`config.mk`:
```
export PLATFORM = sky130hd
export DESIGN_NAME = sbr_dev_flat
export DESIGN_NICKNAME = d
export VERILOG_FILES = /design/src/sbr_pkg.sv /design/src/sbr_if.sv /design/src/sbr_dev.sv /design/src/flat_wrapper.sv
export SDC_FILE = /design/constraint.sdc
export NUM_CORES = 1
export LEC_CHECK = 0
export BUFFER_PORTS_ARGS = -buffer_cell sky130_fd_sc_hd__buf_4
export CAP_MARGIN = 20
export CORE_MARGIN = 1
export CORE_UTILIZATION = 52
export DETAILED_ROUTE_END_ITERATION = 8
export PLACE_DENSITY = 0.88
export SYNTH_ARGS = -nofsm -noshare
export SYNTH_HDL_FRONTEND = slang
export SYNTH_SLANG_ARGS = --single-unit
```
`constraint.sdc`:
```
create_clock -name clock -period 2.3 [get_ports clock]
set_input_delay 0.575 -clock clock [delete_from_list [all_inputs] [get_ports clock]]
set_output_delay 0.575 -clock clock [all_outputs]
set_load 0.005 [all_outputs]
```
`src/sbr_pkg.sv`:
```
// Shared constants, types and helpers for the boot, remap and config block
package sbr_pkg;

   // -----------------------------------------------------------------
   // Register map (one aligned 32-bit word each)
   // -----------------------------------------------------------------
   localparam logic [31:0] OFF_CPU_WORD4 = 32'h0000_0000;
   localparam logic [31:0] OFF_CPU_WORD5 = 32'h0000_0004;
   localparam logic [31:0] OFF_DSP_WORD4 = 32'h0000_0008;
   localparam logic [31:0] OFF_STATUS    = 32'h0000_000C;

   // -----------------------------------------------------------------
   // Field positions and reset values
   // -----------------------------------------------------------------
   localparam int          W4_PRIO_LSB   = 0;
   localparam int          W4_PRIO_W     = 15;
   localparam int          PRIO_FIELD_W  = 3;
   localparam int          W4_MOBILE_BIT = 15;
   localparam int          W4_RDPIPE_BIT = 22;
   localparam int          W4_IOV_BIT    = 24;
   localparam int          W5_REMAP_BIT  = 0;
   localparam int          W5_ITC_EN_BIT = 1;
   localparam int          W5_DTC_EN_BIT = 2;
   localparam int          W5_SHM0_BIT   = 3;
   localparam int          W5_SHM1_BIT   = 4;
   localparam int          W5_WAIT_BIT   = 12;
   localparam int          DW4_PAGE0_LSB = 0;
   localparam int          DW4_PAGE1_LSB = 2;
   localparam int          PAGE_W        = 2;
   localparam int          PAGE_ADDR_LSB = 24;
   // Port i holds rank i: port 0 highest, port 4 lowest
   localparam logic [31:0] W4_RESET      = 32'h0000_4688;
   localparam logic [31:0] W5_RESET      = 32'h0000_0000;
   localparam logic [31:0] DW4_RESET     = 32'h0000_0000;
   localparam logic [31:0] REMAP_MASK    = 32'h0000_0001;

   // -----------------------------------------------------------------
   // Address windows of the decoder
   // -----------------------------------------------------------------
   localparam logic [31:0] ZERO_BASE     = 32'h0000_0000;
   localparam logic [31:0] ZERO_SIZE     = 32'h0010_0000;
   localparam logic [31:0] ITC_BASE      = 32'h0000_0000;
   localparam logic [31:0] ITC_SIZE      = 32'h0000_2000;
   localparam logic [31:0] DTC_BASE      = 32'h0000_4000;
   localparam logic [31:0] DTC_SIZE      = 32'h0000_4000;
   localparam logic [31:0] ROM_BASE      = 32'h1000_0000;
   localparam logic [31:0] ROM_SIZE      = 32'h0000_2000;
   localparam logic [31:0] NOR0_BASE     = 32'h1100_0000;
   localparam logic [31:0] NOR0_SIZE     = 32'h0100_0000;
   localparam logic [31:0] SHM0_BASE     = 32'h6000_0000;
   localparam logic [31:0] SHM1_BASE     = 32'h6400_0000;
   localparam logic [31:0] SHM_SIZE      = 32'h0400_0000;
   localparam logic [31:0] DSPL_BASE     = 32'hC000_0000;
   localparam logic [31:0] DSPL_SIZE     = 32'h0100_0000;
   localparam logic [31:0] DSPL_CPU_BASE = 32'h8000_0000;

   // Strap sampling waits for the two-stage synchroniser to fill
   localparam logic [1:0]  SETTLE_CNT    = 2'h2;

   // -----------------------------------------------------------------
   // Debug target codes and decode targets
   // -----------------------------------------------------------------
   localparam logic [1:0]  DBG_CPU_ONLY  = 2'h0;
   localparam logic [1:0]  DBG_DSP_ONLY  = 2'h1;
   localparam logic [1:0]  DBG_BOTH      = 2'h2;

   typedef enum logic [5:0] {
      TGT_NONE = 6'h01,
      TGT_ROM  = 6'h02,
      TGT_NOR0 = 6'h04,
      TGT_ITC  = 6'h08,
      TGT_DTC  = 6'h10,
      TGT_SYS  = 6'h20
   } sbr_tgt_e;

   // Window check without overflow at the top of the 4GB space
   function automatic logic sbr_in_win(input logic [31:0] a, input logic [31:0] base,
                                       input logic [31:0] size);
      sbr_in_win = (a >= base) && ((a - base) < size);
   endfunction

endpackage

```
`src/sbr_if.sv`:
```
// Interface joining the config block to the bus-master side
`timescale 1ns/1ps
`default_nettype none
interface sbr_if;
   import sbr_pkg::*;

   // APB register access
   logic        psel;
   logic        penable;
   logic        pwrite;
   logic [31:0] paddr;
   logic [31:0] pwdata;
   logic [31:0] prdata;
   logic        pready;
   logic        pslverr;
   // CPU-side address decode
   logic [31:0] cpu_addr;
   logic        cpu_from_core;
   sbr_tgt_e    cpu_target;
   // DSP-side address translation
   logic [31:0] dsp_addr;
   logic [31:0] dsp_addr_map;
   logic        dsp_shm_denied;

   modport dev (
      input  psel, penable, pwrite, paddr, pwdata, cpu_addr, cpu_from_core, dsp_addr,
      output prdata, pready, pslverr, cpu_target, dsp_addr_map, dsp_shm_denied
   );
   modport host (
      output psel, penable, pwrite, paddr, pwdata, cpu_addr, cpu_from_core, dsp_addr,
      input  prdata, pready, pslverr, cpu_target, dsp_addr_map, dsp_shm_denied
   );
endinterface
`default_nettype wire

```
`src/sbr_dev.sv`:
```
// Device end: boot straps, zero-address remap and memory controller config
`timescale 1ns/1ps
`default_nettype none

// What this block does
// - Before remap, zero address goes to ROM or NOR0
// - Strap low boots ROM, high boots NOR0
// - After remap, boot devices only at physical addresses
// - After remap, zero goes to enabled tightly coupled RAM
// - Software sets remap bit in word 5
// - Tightly coupled RAMs disabled at reset, software enables
// - Tightly coupled RAMs reachable by CPU core only
// - One cycle latency, two reads above 300MHz
// - Word 5 bit 12 controls read wait
// - Word 4 bit 15 selects mobile SDRAM
// - Word 4 bit 24 selects mobile IO voltage
// - Five data ports plus one register port
// - Default priority: port 0 highest, port 4 lowest
// - Word 4 bits 14:0 reprogram port priority
// - Word 4 bit 22 inserts read pipe stage
// - With pipe, software sets static control 8:6 to 001
// - Static memory interface works in both modes
// - Debug pins select CPU, DSP or both
// - Software enables shared memory before any access
// - DSP shared memory addr 25:24 from page bits
// - Decoder uses full 32-bit address space
// - Unified map except DSP-internal blocks
module sbr_dev
   import sbr_pkg::*;
(
   // Clock and reset
   input  wire logic                 clock,
   input  wire logic                 resetn,
   // Link to the bus-master side
   sbr_if.dev                        bus,
   // Strap pins, asynchronous to clock
   input  wire logic                 boot_source_select_pin,
   input  wire logic [1:0]           debug_target_select_pins,
   // Memory controller configuration
   output logic                      mobile_sdram_mode,
   output logic                      io_voltage_alt,
   output logic                      read_pipe_en,
   output logic [W4_PRIO_W-1:0]      port_priority,
   // Tightly coupled RAM control
   output logic                      tc_read_wait,
   output logic                      itc_ram_enable,
   output logic                      dtc_ram_enable,
   // System mode
   output logic                      remap_active,
   output logic                      boot_from_nor_bank0,
   output logic                      debug_cpu_en,
   output logic                      debug_dsp_en
);

   // -----------------------------------------------------------------
   // State
   // -----------------------------------------------------------------
   typedef struct packed {
      logic        boot_s1;
      logic        boot_s2;
      logic [1:0]  dbg_s1;
      logic [1:0]  dbg_s2;
      logic [1:0]  settle;
      logic        taken;
      logic        boot_nor;
      logic [1:0]  dbg_sel;
      logic        dbg_cpu;
      logic        dbg_dsp;
      logic [31:0] w4;
      logic [31:0] w5;
      logic [31:0] dw4;
      logic        pready;
      logic [31:0] prdata;
      logic        pslverr;
      sbr_tgt_e    tgt;
      logic [31:0] dsp_map;
      logic        dsp_den;
   } sbr_dev_s;

   sbr_dev_s s_r;
   sbr_dev_s s_nxt;

   // -----------------------------------------------------------------
   // CPU-side decode
   // -----------------------------------------------------------------
   // Full 32-bit compare, so no alias of a window appears higher up
   function automatic sbr_tgt_e cpu_decode(input logic [31:0] a, input logic core,
                                           input logic [31:0] w5, input logic nor_boot);
      sbr_tgt_e t;
      t = TGT_SYS;
      if (sbr_in_win(a, ZERO_BASE, ZERO_SIZE)) begin
         if (!w5[W5_REMAP_BIT]) begin
            t = nor_boot ? TGT_NOR0 : TGT_ROM;
         end else if (core && w5[W5_ITC_EN_BIT] && sbr_in_win(a, ITC_BASE, ITC_SIZE)) begin
            t = TGT_ITC;
         end else if (core && w5[W5_DTC_EN_BIT] && sbr_in_win(a, DTC_BASE, DTC_SIZE)) begin
            t = TGT_DTC;
         end else begin
            t = TGT_NONE;
         end
      end else if (sbr_in_win(a, ROM_BASE, ROM_SIZE)) begin
         t = TGT_ROM;
      end else if (sbr_in_win(a, NOR0_BASE, NOR0_SIZE)) begin
         t = TGT_NOR0;
      end
      cpu_decode = t;
   endfunction

   // -----------------------------------------------------------------
   // Next-state logic
   // -----------------------------------------------------------------
   always_comb begin
      s_nxt = s_r;

      // Two-stage synchronisers; stage one feeds only stage two
      s_nxt.boot_s1 = boot_source_select_pin;
      s_nxt.boot_s2 = s_r.boot_s1;
      s_nxt.dbg_s1  = debug_target_select_pins;
      s_nxt.dbg_s2  = s_r.dbg_s1;

      // Straps caught once after release; later pin changes ignored
      if (!s_r.taken) begin
         if (s_r.settle == SETTLE_CNT) begin
            s_nxt.taken    = 1'b1;
            s_nxt.boot_nor = s_r.boot_s2;
            s_nxt.dbg_sel  = s_r.dbg_s2;
         end else begin
            s_nxt.settle = s_r.settle + 2'h1;
         end
      end

      // Reserved debug code enables neither target
      s_nxt.dbg_cpu = (s_nxt.dbg_sel == DBG_CPU_ONLY) || (s_nxt.dbg_sel == DBG_BOTH);
      s_nxt.dbg_dsp = (s_nxt.dbg_sel == DBG_DSP_ONLY) || (s_nxt.dbg_sel == DBG_BOTH);

      // APB: answer is ready in the first access cycle
      s_nxt.pready  = 1'b0;
      s_nxt.pslverr = 1'b0;
      if (bus.psel && !bus.penable) begin
         s_nxt.pready = 1'b1;
         s_nxt.prdata = '0;
         if (bus.paddr == OFF_CPU_WORD4) begin
            s_nxt.prdata = s_r.w4;
         end else if (bus.paddr == OFF_CPU_WORD5) begin
            s_nxt.prdata = s_r.w5;
         end else if (bus.paddr == OFF_DSP_WORD4) begin
            s_nxt.prdata = s_r.dw4;
         end else if (bus.paddr == OFF_STATUS) begin
            s_nxt.prdata = {26'h0000000, s_r.dbg_sel == 2'h3, s_r.taken,
                            s_r.w5[W5_REMAP_BIT], s_r.dbg_sel, s_r.boot_nor};
            s_nxt.pslverr = bus.pwrite;                  // Status is read-only
         end else begin
            s_nxt.pslverr = 1'b1;                        // Unmapped address
         end
      end

      // Writes land only on the edge where pready is sampled high
      if (bus.psel && bus.penable && s_r.pready && bus.pwrite && !s_r.pslverr) begin
         if (bus.paddr == OFF_CPU_WORD4) begin
            s_nxt.w4 = bus.pwdata;
         end else if (bus.paddr == OFF_CPU_WORD5) begin
            // Remap bit cannot be cleared by software
            s_nxt.w5 = bus.pwdata | (s_r.w5 & REMAP_MASK);
         end else if (bus.paddr == OFF_DSP_WORD4) begin
            s_nxt.dw4 = bus.pwdata;
         end
      end

      // CPU decode, one cycle of latency
      s_nxt.tgt = cpu_decode(bus.cpu_addr, bus.cpu_from_core, s_r.w5, s_r.boot_nor);

      // DSP view: local blocks shifted, shared memory paged
      s_nxt.dsp_map = bus.dsp_addr;
      s_nxt.dsp_den = 1'b0;
      if (sbr_in_win(bus.dsp_addr, DSPL_BASE, DSPL_SIZE)) begin
         s_nxt.dsp_map = DSPL_CPU_BASE + (bus.dsp_addr - DSPL_BASE);
      end else if (sbr_in_win(bus.dsp_addr, SHM0_BASE, SHM_SIZE)) begin
         s_nxt.dsp_map[PAGE_ADDR_LSB +: PAGE_W] = s_r.dw4[DW4_PAGE0_LSB +: PAGE_W];
         s_nxt.dsp_den = !s_r.w5[W5_SHM0_BIT];           // Flag access before enable
      end else if (sbr_in_win(bus.dsp_addr, SHM1_BASE, SHM_SIZE)) begin
         s_nxt.dsp_map[PAGE_ADDR_LSB +: PAGE_W] = s_r.dw4[DW4_PAGE1_LSB +: PAGE_W];
         s_nxt.dsp_den = !s_r.w5[W5_SHM1_BIT];
      end
   end

   // -----------------------------------------------------------------
   // State register
   // -----------------------------------------------------------------
   always_ff @(posedge clock or negedge resetn) begin
      if (!resetn) begin
         s_r     <= '0;
         s_r.w4  <= W4_RESET;
         s_r.w5  <= W5_RESET;
         s_r.dw4 <= DW4_RESET;
         s_r.tgt <= TGT_NONE;
      end else begin
         s_r <= s_nxt;
      end
   end

   // -----------------------------------------------------------------
   // Outputs, all straight from the state register
   // -----------------------------------------------------------------
   assign bus.prdata         = s_r.prdata;
   assign bus.pready         = s_r.pready;
   assign bus.pslverr        = s_r.pslverr;
   assign bus.cpu_target     = s_r.tgt;
   assign bus.dsp_addr_map   = s_r.dsp_map;
   assign bus.dsp_shm_denied = s_r.dsp_den;

   // Static memory path is never gated by the mode bit
   assign mobile_sdram_mode  = s_r.w4[W4_MOBILE_BIT];
   assign io_voltage_alt     = s_r.w4[W4_IOV_BIT];
   // Needed above 120MHz; static control needs matching setup
   assign read_pipe_en       = s_r.w4[W4_RDPIPE_BIT];
   // Three-bit rank per data port, five ports, lower rank wins
   assign port_priority      = s_r.w4[W4_PRIO_LSB +: W4_PRIO_W];
   // Wait on reads only, for core clocks above 300MHz
   assign tc_read_wait       = s_r.w5[W5_WAIT_BIT];
   assign itc_ram_enable     = s_r.w5[W5_ITC_EN_BIT];
   assign dtc_ram_enable     = s_r.w5[W5_DTC_EN_BIT];
   assign remap_active       = s_r.w5[W5_REMAP_BIT];
   assign boot_from_nor_bank0 = s_r.boot_nor;
   assign debug_cpu_en       = s_r.dbg_cpu;
   assign debug_dsp_en       = s_r.dbg_dsp;

endmodule
`default_nettype wire

```
`src/flat_wrapper.sv`:
```
// flat-port wrapper written by rule: the top's interface ports become plain ports
module sbr_dev_flat import sbr_pkg::*;
  (clock, resetn, boot_source_select_pin, debug_target_select_pins, mobile_sdram_mode, io_voltage_alt, read_pipe_en, port_priority, tc_read_wait, itc_ram_enable, dtc_ram_enable, remap_active, boot_from_nor_bank0, debug_cpu_en, debug_dsp_en, bus_psel, bus_penable, bus_pwrite, bus_paddr, bus_pwdata, bus_cpu_addr, bus_cpu_from_core, bus_dsp_addr, bus_prdata, bus_pready, bus_pslverr, bus_cpu_target, bus_dsp_addr_map, bus_dsp_shm_denied);
  sbr_if bus_i ();
  input  wire logic clock;
  input  wire logic resetn;
  input  wire logic boot_source_select_pin;
  input  wire logic [1:0] debug_target_select_pins;
  output logic mobile_sdram_mode;
  output logic io_voltage_alt;
  output logic read_pipe_en;
  output logic [W4_PRIO_W-1:0] port_priority;
  output logic tc_read_wait;
  output logic itc_ram_enable;
  output logic dtc_ram_enable;
  output logic remap_active;
  output logic boot_from_nor_bank0;
  output logic debug_cpu_en;
  output logic debug_dsp_en;
  input wire logic [$bits(bus_i.psel)-1:0] bus_psel;
  input wire logic [$bits(bus_i.penable)-1:0] bus_penable;
  input wire logic [$bits(bus_i.pwrite)-1:0] bus_pwrite;
  input wire logic [$bits(bus_i.paddr)-1:0] bus_paddr;
  input wire logic [$bits(bus_i.pwdata)-1:0] bus_pwdata;
  input wire logic [$bits(bus_i.cpu_addr)-1:0] bus_cpu_addr;
  input wire logic [$bits(bus_i.cpu_from_core)-1:0] bus_cpu_from_core;
  input wire logic [$bits(bus_i.dsp_addr)-1:0] bus_dsp_addr;
  output wire logic [$bits(bus_i.prdata)-1:0] bus_prdata;
  output wire logic [$bits(bus_i.pready)-1:0] bus_pready;
  output wire logic [$bits(bus_i.pslverr)-1:0] bus_pslverr;
  output wire logic [$bits(bus_i.cpu_target)-1:0] bus_cpu_target;
  output wire logic [$bits(bus_i.dsp_addr_map)-1:0] bus_dsp_addr_map;
  output wire logic [$bits(bus_i.dsp_shm_denied)-1:0] bus_dsp_shm_denied;
  assign bus_i.psel = bus_psel;
  assign bus_i.penable = bus_penable;
  assign bus_i.pwrite = bus_pwrite;
  assign bus_i.paddr = bus_paddr;
  assign bus_i.pwdata = bus_pwdata;
  assign bus_i.cpu_addr = bus_cpu_addr;
  assign bus_i.cpu_from_core = bus_cpu_from_core;
  assign bus_i.dsp_addr = bus_dsp_addr;
  assign bus_prdata = bus_i.prdata;
  assign bus_pready = bus_i.pready;
  assign bus_pslverr = bus_i.pslverr;
  assign bus_cpu_target = bus_i.cpu_target;
  assign bus_dsp_addr_map = bus_i.dsp_addr_map;
  assign bus_dsp_shm_denied = bus_i.dsp_shm_denied;
  sbr_dev u_core (.clock(clock), .resetn(resetn), .bus(bus_i), .boot_source_select_pin(boot_source_select_pin), .debug_target_select_pins(debug_target_select_pins), .mobile_sdram_mode(mobile_sdram_mode), .io_voltage_alt(io_voltage_alt), .read_pipe_en(read_pipe_en), .port_priority(port_priority), .tc_read_wait(tc_read_wait), .itc_ram_enable(itc_ram_enable), .dtc_ram_enable(dtc_ram_enable), .remap_active(remap_active), .boot_from_nor_bank0(boot_from_nor_bank0), .debug_cpu_en(debug_cpu_en), .debug_dsp_en(debug_dsp_en));
endmodule
```
==> flow_metrics.env <==
export IMPL_outcome="finished clean"
export IMPL_wl_met3_um=1069
export IMPL_insertion_delay_ns=0.42
export IMPL_max_slew_margin_rel=0.6437
export IMPL_ant_nets=0
export IMPL_p_per_area_mw_per_mm2=654.8
export IMPL_rows=45
export IMPL_track_usage=0.2558
export IMPL_cts_tree="done"
export IMPL_synth_area_mm2=0.008364
export IMPL_wl_um=19990
export IMPL_io_pins=235
export IMPL_cts_buffer_depth=2
export IMPL_leakage_nw=5.128
export IMPL_floorplan_initialDensity=0.5422
export IMPL_vias_per_cell=5.454
export IMPL_maxCapViolCount=0
export IMPL_cpPeakStageDelay_ns=0.50
export IMPL_drt_initial_drc_count=395
export IMPL_max_slew_worst_pin_slew_ns=0.5296
export IMPL_synth_top_area_cell="dfrtp_1"
export IMPL_ys_types=51
export IMPL_dp_cells=1018
export IMPL_cp_start_kind="primary input"
export IMPL_path_max_fanout=19
export IMPL_critPathTopFamily="simple AND/OR/NAND/NOR gates"
export IMPL_fin_cells=1050
export IMPL_clock_sinks=183
export IMPL_grt_pass1_wl_um=31790
export IMPL_rsz0062_at_grt="no"
export IMPL_dpl_hpwl_um=13800
export IMPL_numCtsBuffers=17
export IMPL_antennaDiodeCount=0
export IMPL_worst_setup_path_end_kind="register"
export IMPL_seq_area_frac_synth=0.5484
export IMPL_grt_pass1_vias=5944
export IMPL_top_layer="met4"
export IMPL_min_path_type="primary input to asynchronous set/reset pin"
export IMPL_slew_violations=0
export IMPL_wirelength_met1_um=8265
export IMPL_drc_errors=0
export IMPL_worst_ep_required_time_ns=2.59
export IMPL_critical_path_class="primary input to register"
export IMPL_wl_per_cell_um=19.04
export IMPL_synth_edf_count=0
export IMPL_port_buffers=221
export IMPL_antenna_found_initial=0
export IMPL_ys_flop_type="dfrtp_1"
export IMPL_met2_wirelength_um=10110
export IMPL_setup_viol=0
export IMPL_max_freq_mhz=462.9
export IMPL_hold_buffers=0
export IMPL_syn_to_final_growth_pct=25.48
export IMPL_synth_nets=818
export IMPL_crit_buf_inv=3
export IMPL_die_area_mm2=0.01660
export IMPL_synthTopCellsByCount="dfrtp_1 (177), mux2_2 (90), buf_4 (85)"
export IMPL_core_area_mm2=0.01543
export IMPL_post_cts_setup_buffers=0
export IMPL_gp_congestion=0.8501
export IMPL_ys_async_sr_fraction=1.000
export IMPL_yosysMostFrequentCell="dfrtp_1"
export IMPL_drive_above_1_share=0.4684
export IMPL_syn_area_per_cell_um2=12.43
export IMPL_overflow=0
export IMPL_finClkSkew_ns=0.008550
export IMPL_clkSlewWorstSetupHoldPaths_ns=0.07
export IMPL_ys_ff_latch=183
export IMPL_synthCells=673
export IMPL_hold_viol=0
export IMPL_finalCritPeriodShare=0.9392
export IMPL_peakVddDrop_v=0.0008377
export IMPL_ys_warn_count=0
export IMPL_crit_top_cell="buf_4"
export IMPL_drt_pass1_iter_count=5
export IMPL_nets=971
export IMPL_worstPathArrival_ns=2.45
export IMPL_cts_root_buf="clkbuf_16"
export IMPL_fp_dieH_um=128.8
export IMPL_grt_max_degree=64
export IMPL_htree_num_levels=4
export IMPL_die_width_um=128.8
export IMPL_min_period_ns=2.160
export IMPL_synthTopCellsByArea="dfrtp_1 (53%), mux2_2 (12%), buf_4 (7.6%), mux2i_1 (3.6%), dfstp_2 (1.9%)"
export IMPL_cts_resized_gates=0
export IMPL_hold_slack_ns=0.1466
export IMPL_yosys_area_top_type_share=0.5295
export IMPL_vias=5727
export IMPL_worstPathCellList="buf_4 > nor4_1 > nand4_1 > buf_4 > nor3_4 > buf_12 > mux2_2"
export IMPL_cp_slowest_cell="nor4_1"
-- where the power goes --
group | total [mW] | switching [mW] | internal, mW
Sequential | 3.28 | 0.0163 | 3.26
Clock | 3.11 | 1.20 | 1.91
Combinational | 0.482 | 0.233 | 0.248
Total | 6.87 | 1.45 | 5.42
-- flip-flops by register name (all words and copies together) (netlist names), 3 cells and up --
name                     cells
u_core.s_r                  82
u_core.bus.dsp_addr_map     32
u_core.bus.prdata           32
u_core.port_priority        15
u_core.bus.cpu_target        6
u_core.s_nxt                 3
-- logic make-up after synthesis --
group	Yosys count	share of synthesized area
xor gates and xnor gates	2	0.002095
and+or+nand+nor	141	0.09933
adders and majority gates	8	0.01197
DFF	183	0.5484
buffers and inverters	149	0.1079
AOI/OAI and AO/OA	60	0.05445
muxes	130	0.1759
-- path summary, 6_finish.rpt --
| kind | from | end | slack [ns] | cells past startpoint |
|---|---|---|---|---|
| hold reg to reg | u_core.s_nxt[181]$_DFF_PN0_ | u_core.s_r[181]$_DFF_PN0_ | 0.35 | 0 |
| min in group clock | debug_target_select_pins[1] | u_core.s_nxt[178]$_DFF_PN0_ | 0.27 | 1 |
| setup reg to reg | u_core.s_r[175]$_DFFE_PN0P_ | u_core.debug_cpu_en$_DFF_PN0_ | 0.35 | 7 |
| hold / removal | resetn | u_core.s_nxt[178]$_DFF_PN0_ | 0.15 | 1 |
| max in group asynchronous | resetn | u_core.bus.prdata[11]$_DFFE_PN0P_ | 1.45 | 2 |
| setup / recovery | bus_paddr[25] | u_core.s_r[123]$_DFFE_PN0P_ | 0.14 | 7 |
-- cell type report --
cell class                      count  area, µm²
Fill cell                        1117       4932
Sequential cell                   183       4587
Multi-Input combinational cell    341       2897
Timing Repair Buffer              250       1983
Clock buffer                       21      470.5
Tap cell                          211      264.0
Clock inverter                     11      170.2
Inverter                           33      123.9
-- worst reg2reg max path, delay by kind of cell (launching register included) --
kind / cells / cell delay (ns)
fa+ha+maj: 2 / 0.31
flops: 1 / 0.40
mux: 1 / 0.32
buf+inv: 2 / 0.16
simple gates: 2 / 0.63
-- through the flow --
| step | setup TNS (ns) | utilization | instance area (µm²) | total power, mW | setup slack, ns |
|---|---|---|---|---|---|
| floorplan | 0 | - | 8364 | 3.493 | 0.06407 |
| global placement | -7.007 | 0.6388 | 9854 | 3.804 | -0.09174 |
| detailed placement | -22.60 | 0.6388 | 9854 | 3.819 | -0.2418 |
| global route | 0 | 0.6803 | 10500 | 7.096 | 0.08586 |
| CTS | 0 | 0.6803 | 10500 | 6.914 | 0.2048 |
| finish | 0 | 0.6803 | 10500 | 6.872 | 0.1399 |
-- per-layer routing --
| metal | vias to the layer above | global-route usage |
|---|---|---|
| met3 | 36 | 0.06112 |
| met2 | 214 | 0.4369 |
| met1 | 2868 | 0.3162 |
| met4 | 0 | 0.09481 |
| li1 | 2609 | - |
| met5 | - | 0 |
-- placed cells by master (no fill, tap or decap), drive strengths merged, types with 4 or more instances in the layout --
cell    instances
o211ai         16
nor4           13
a21oi           7
nor2b           7
nand3           7
o221ai         10
nand2          32
a22o            5
nand2b          8
nor3           12
or4            14
mux2           96
buf           249
dfstp           6
inv            34
clkbuf         22
nand4          12
bufinv          4
nor2           12
ha              8
a32o            4
nand3b          6
or2             4
o21ai           5
mux4            4
mux2i          30
dfrtp         177
No activity file was read; power rests on OpenSTA's default activity.
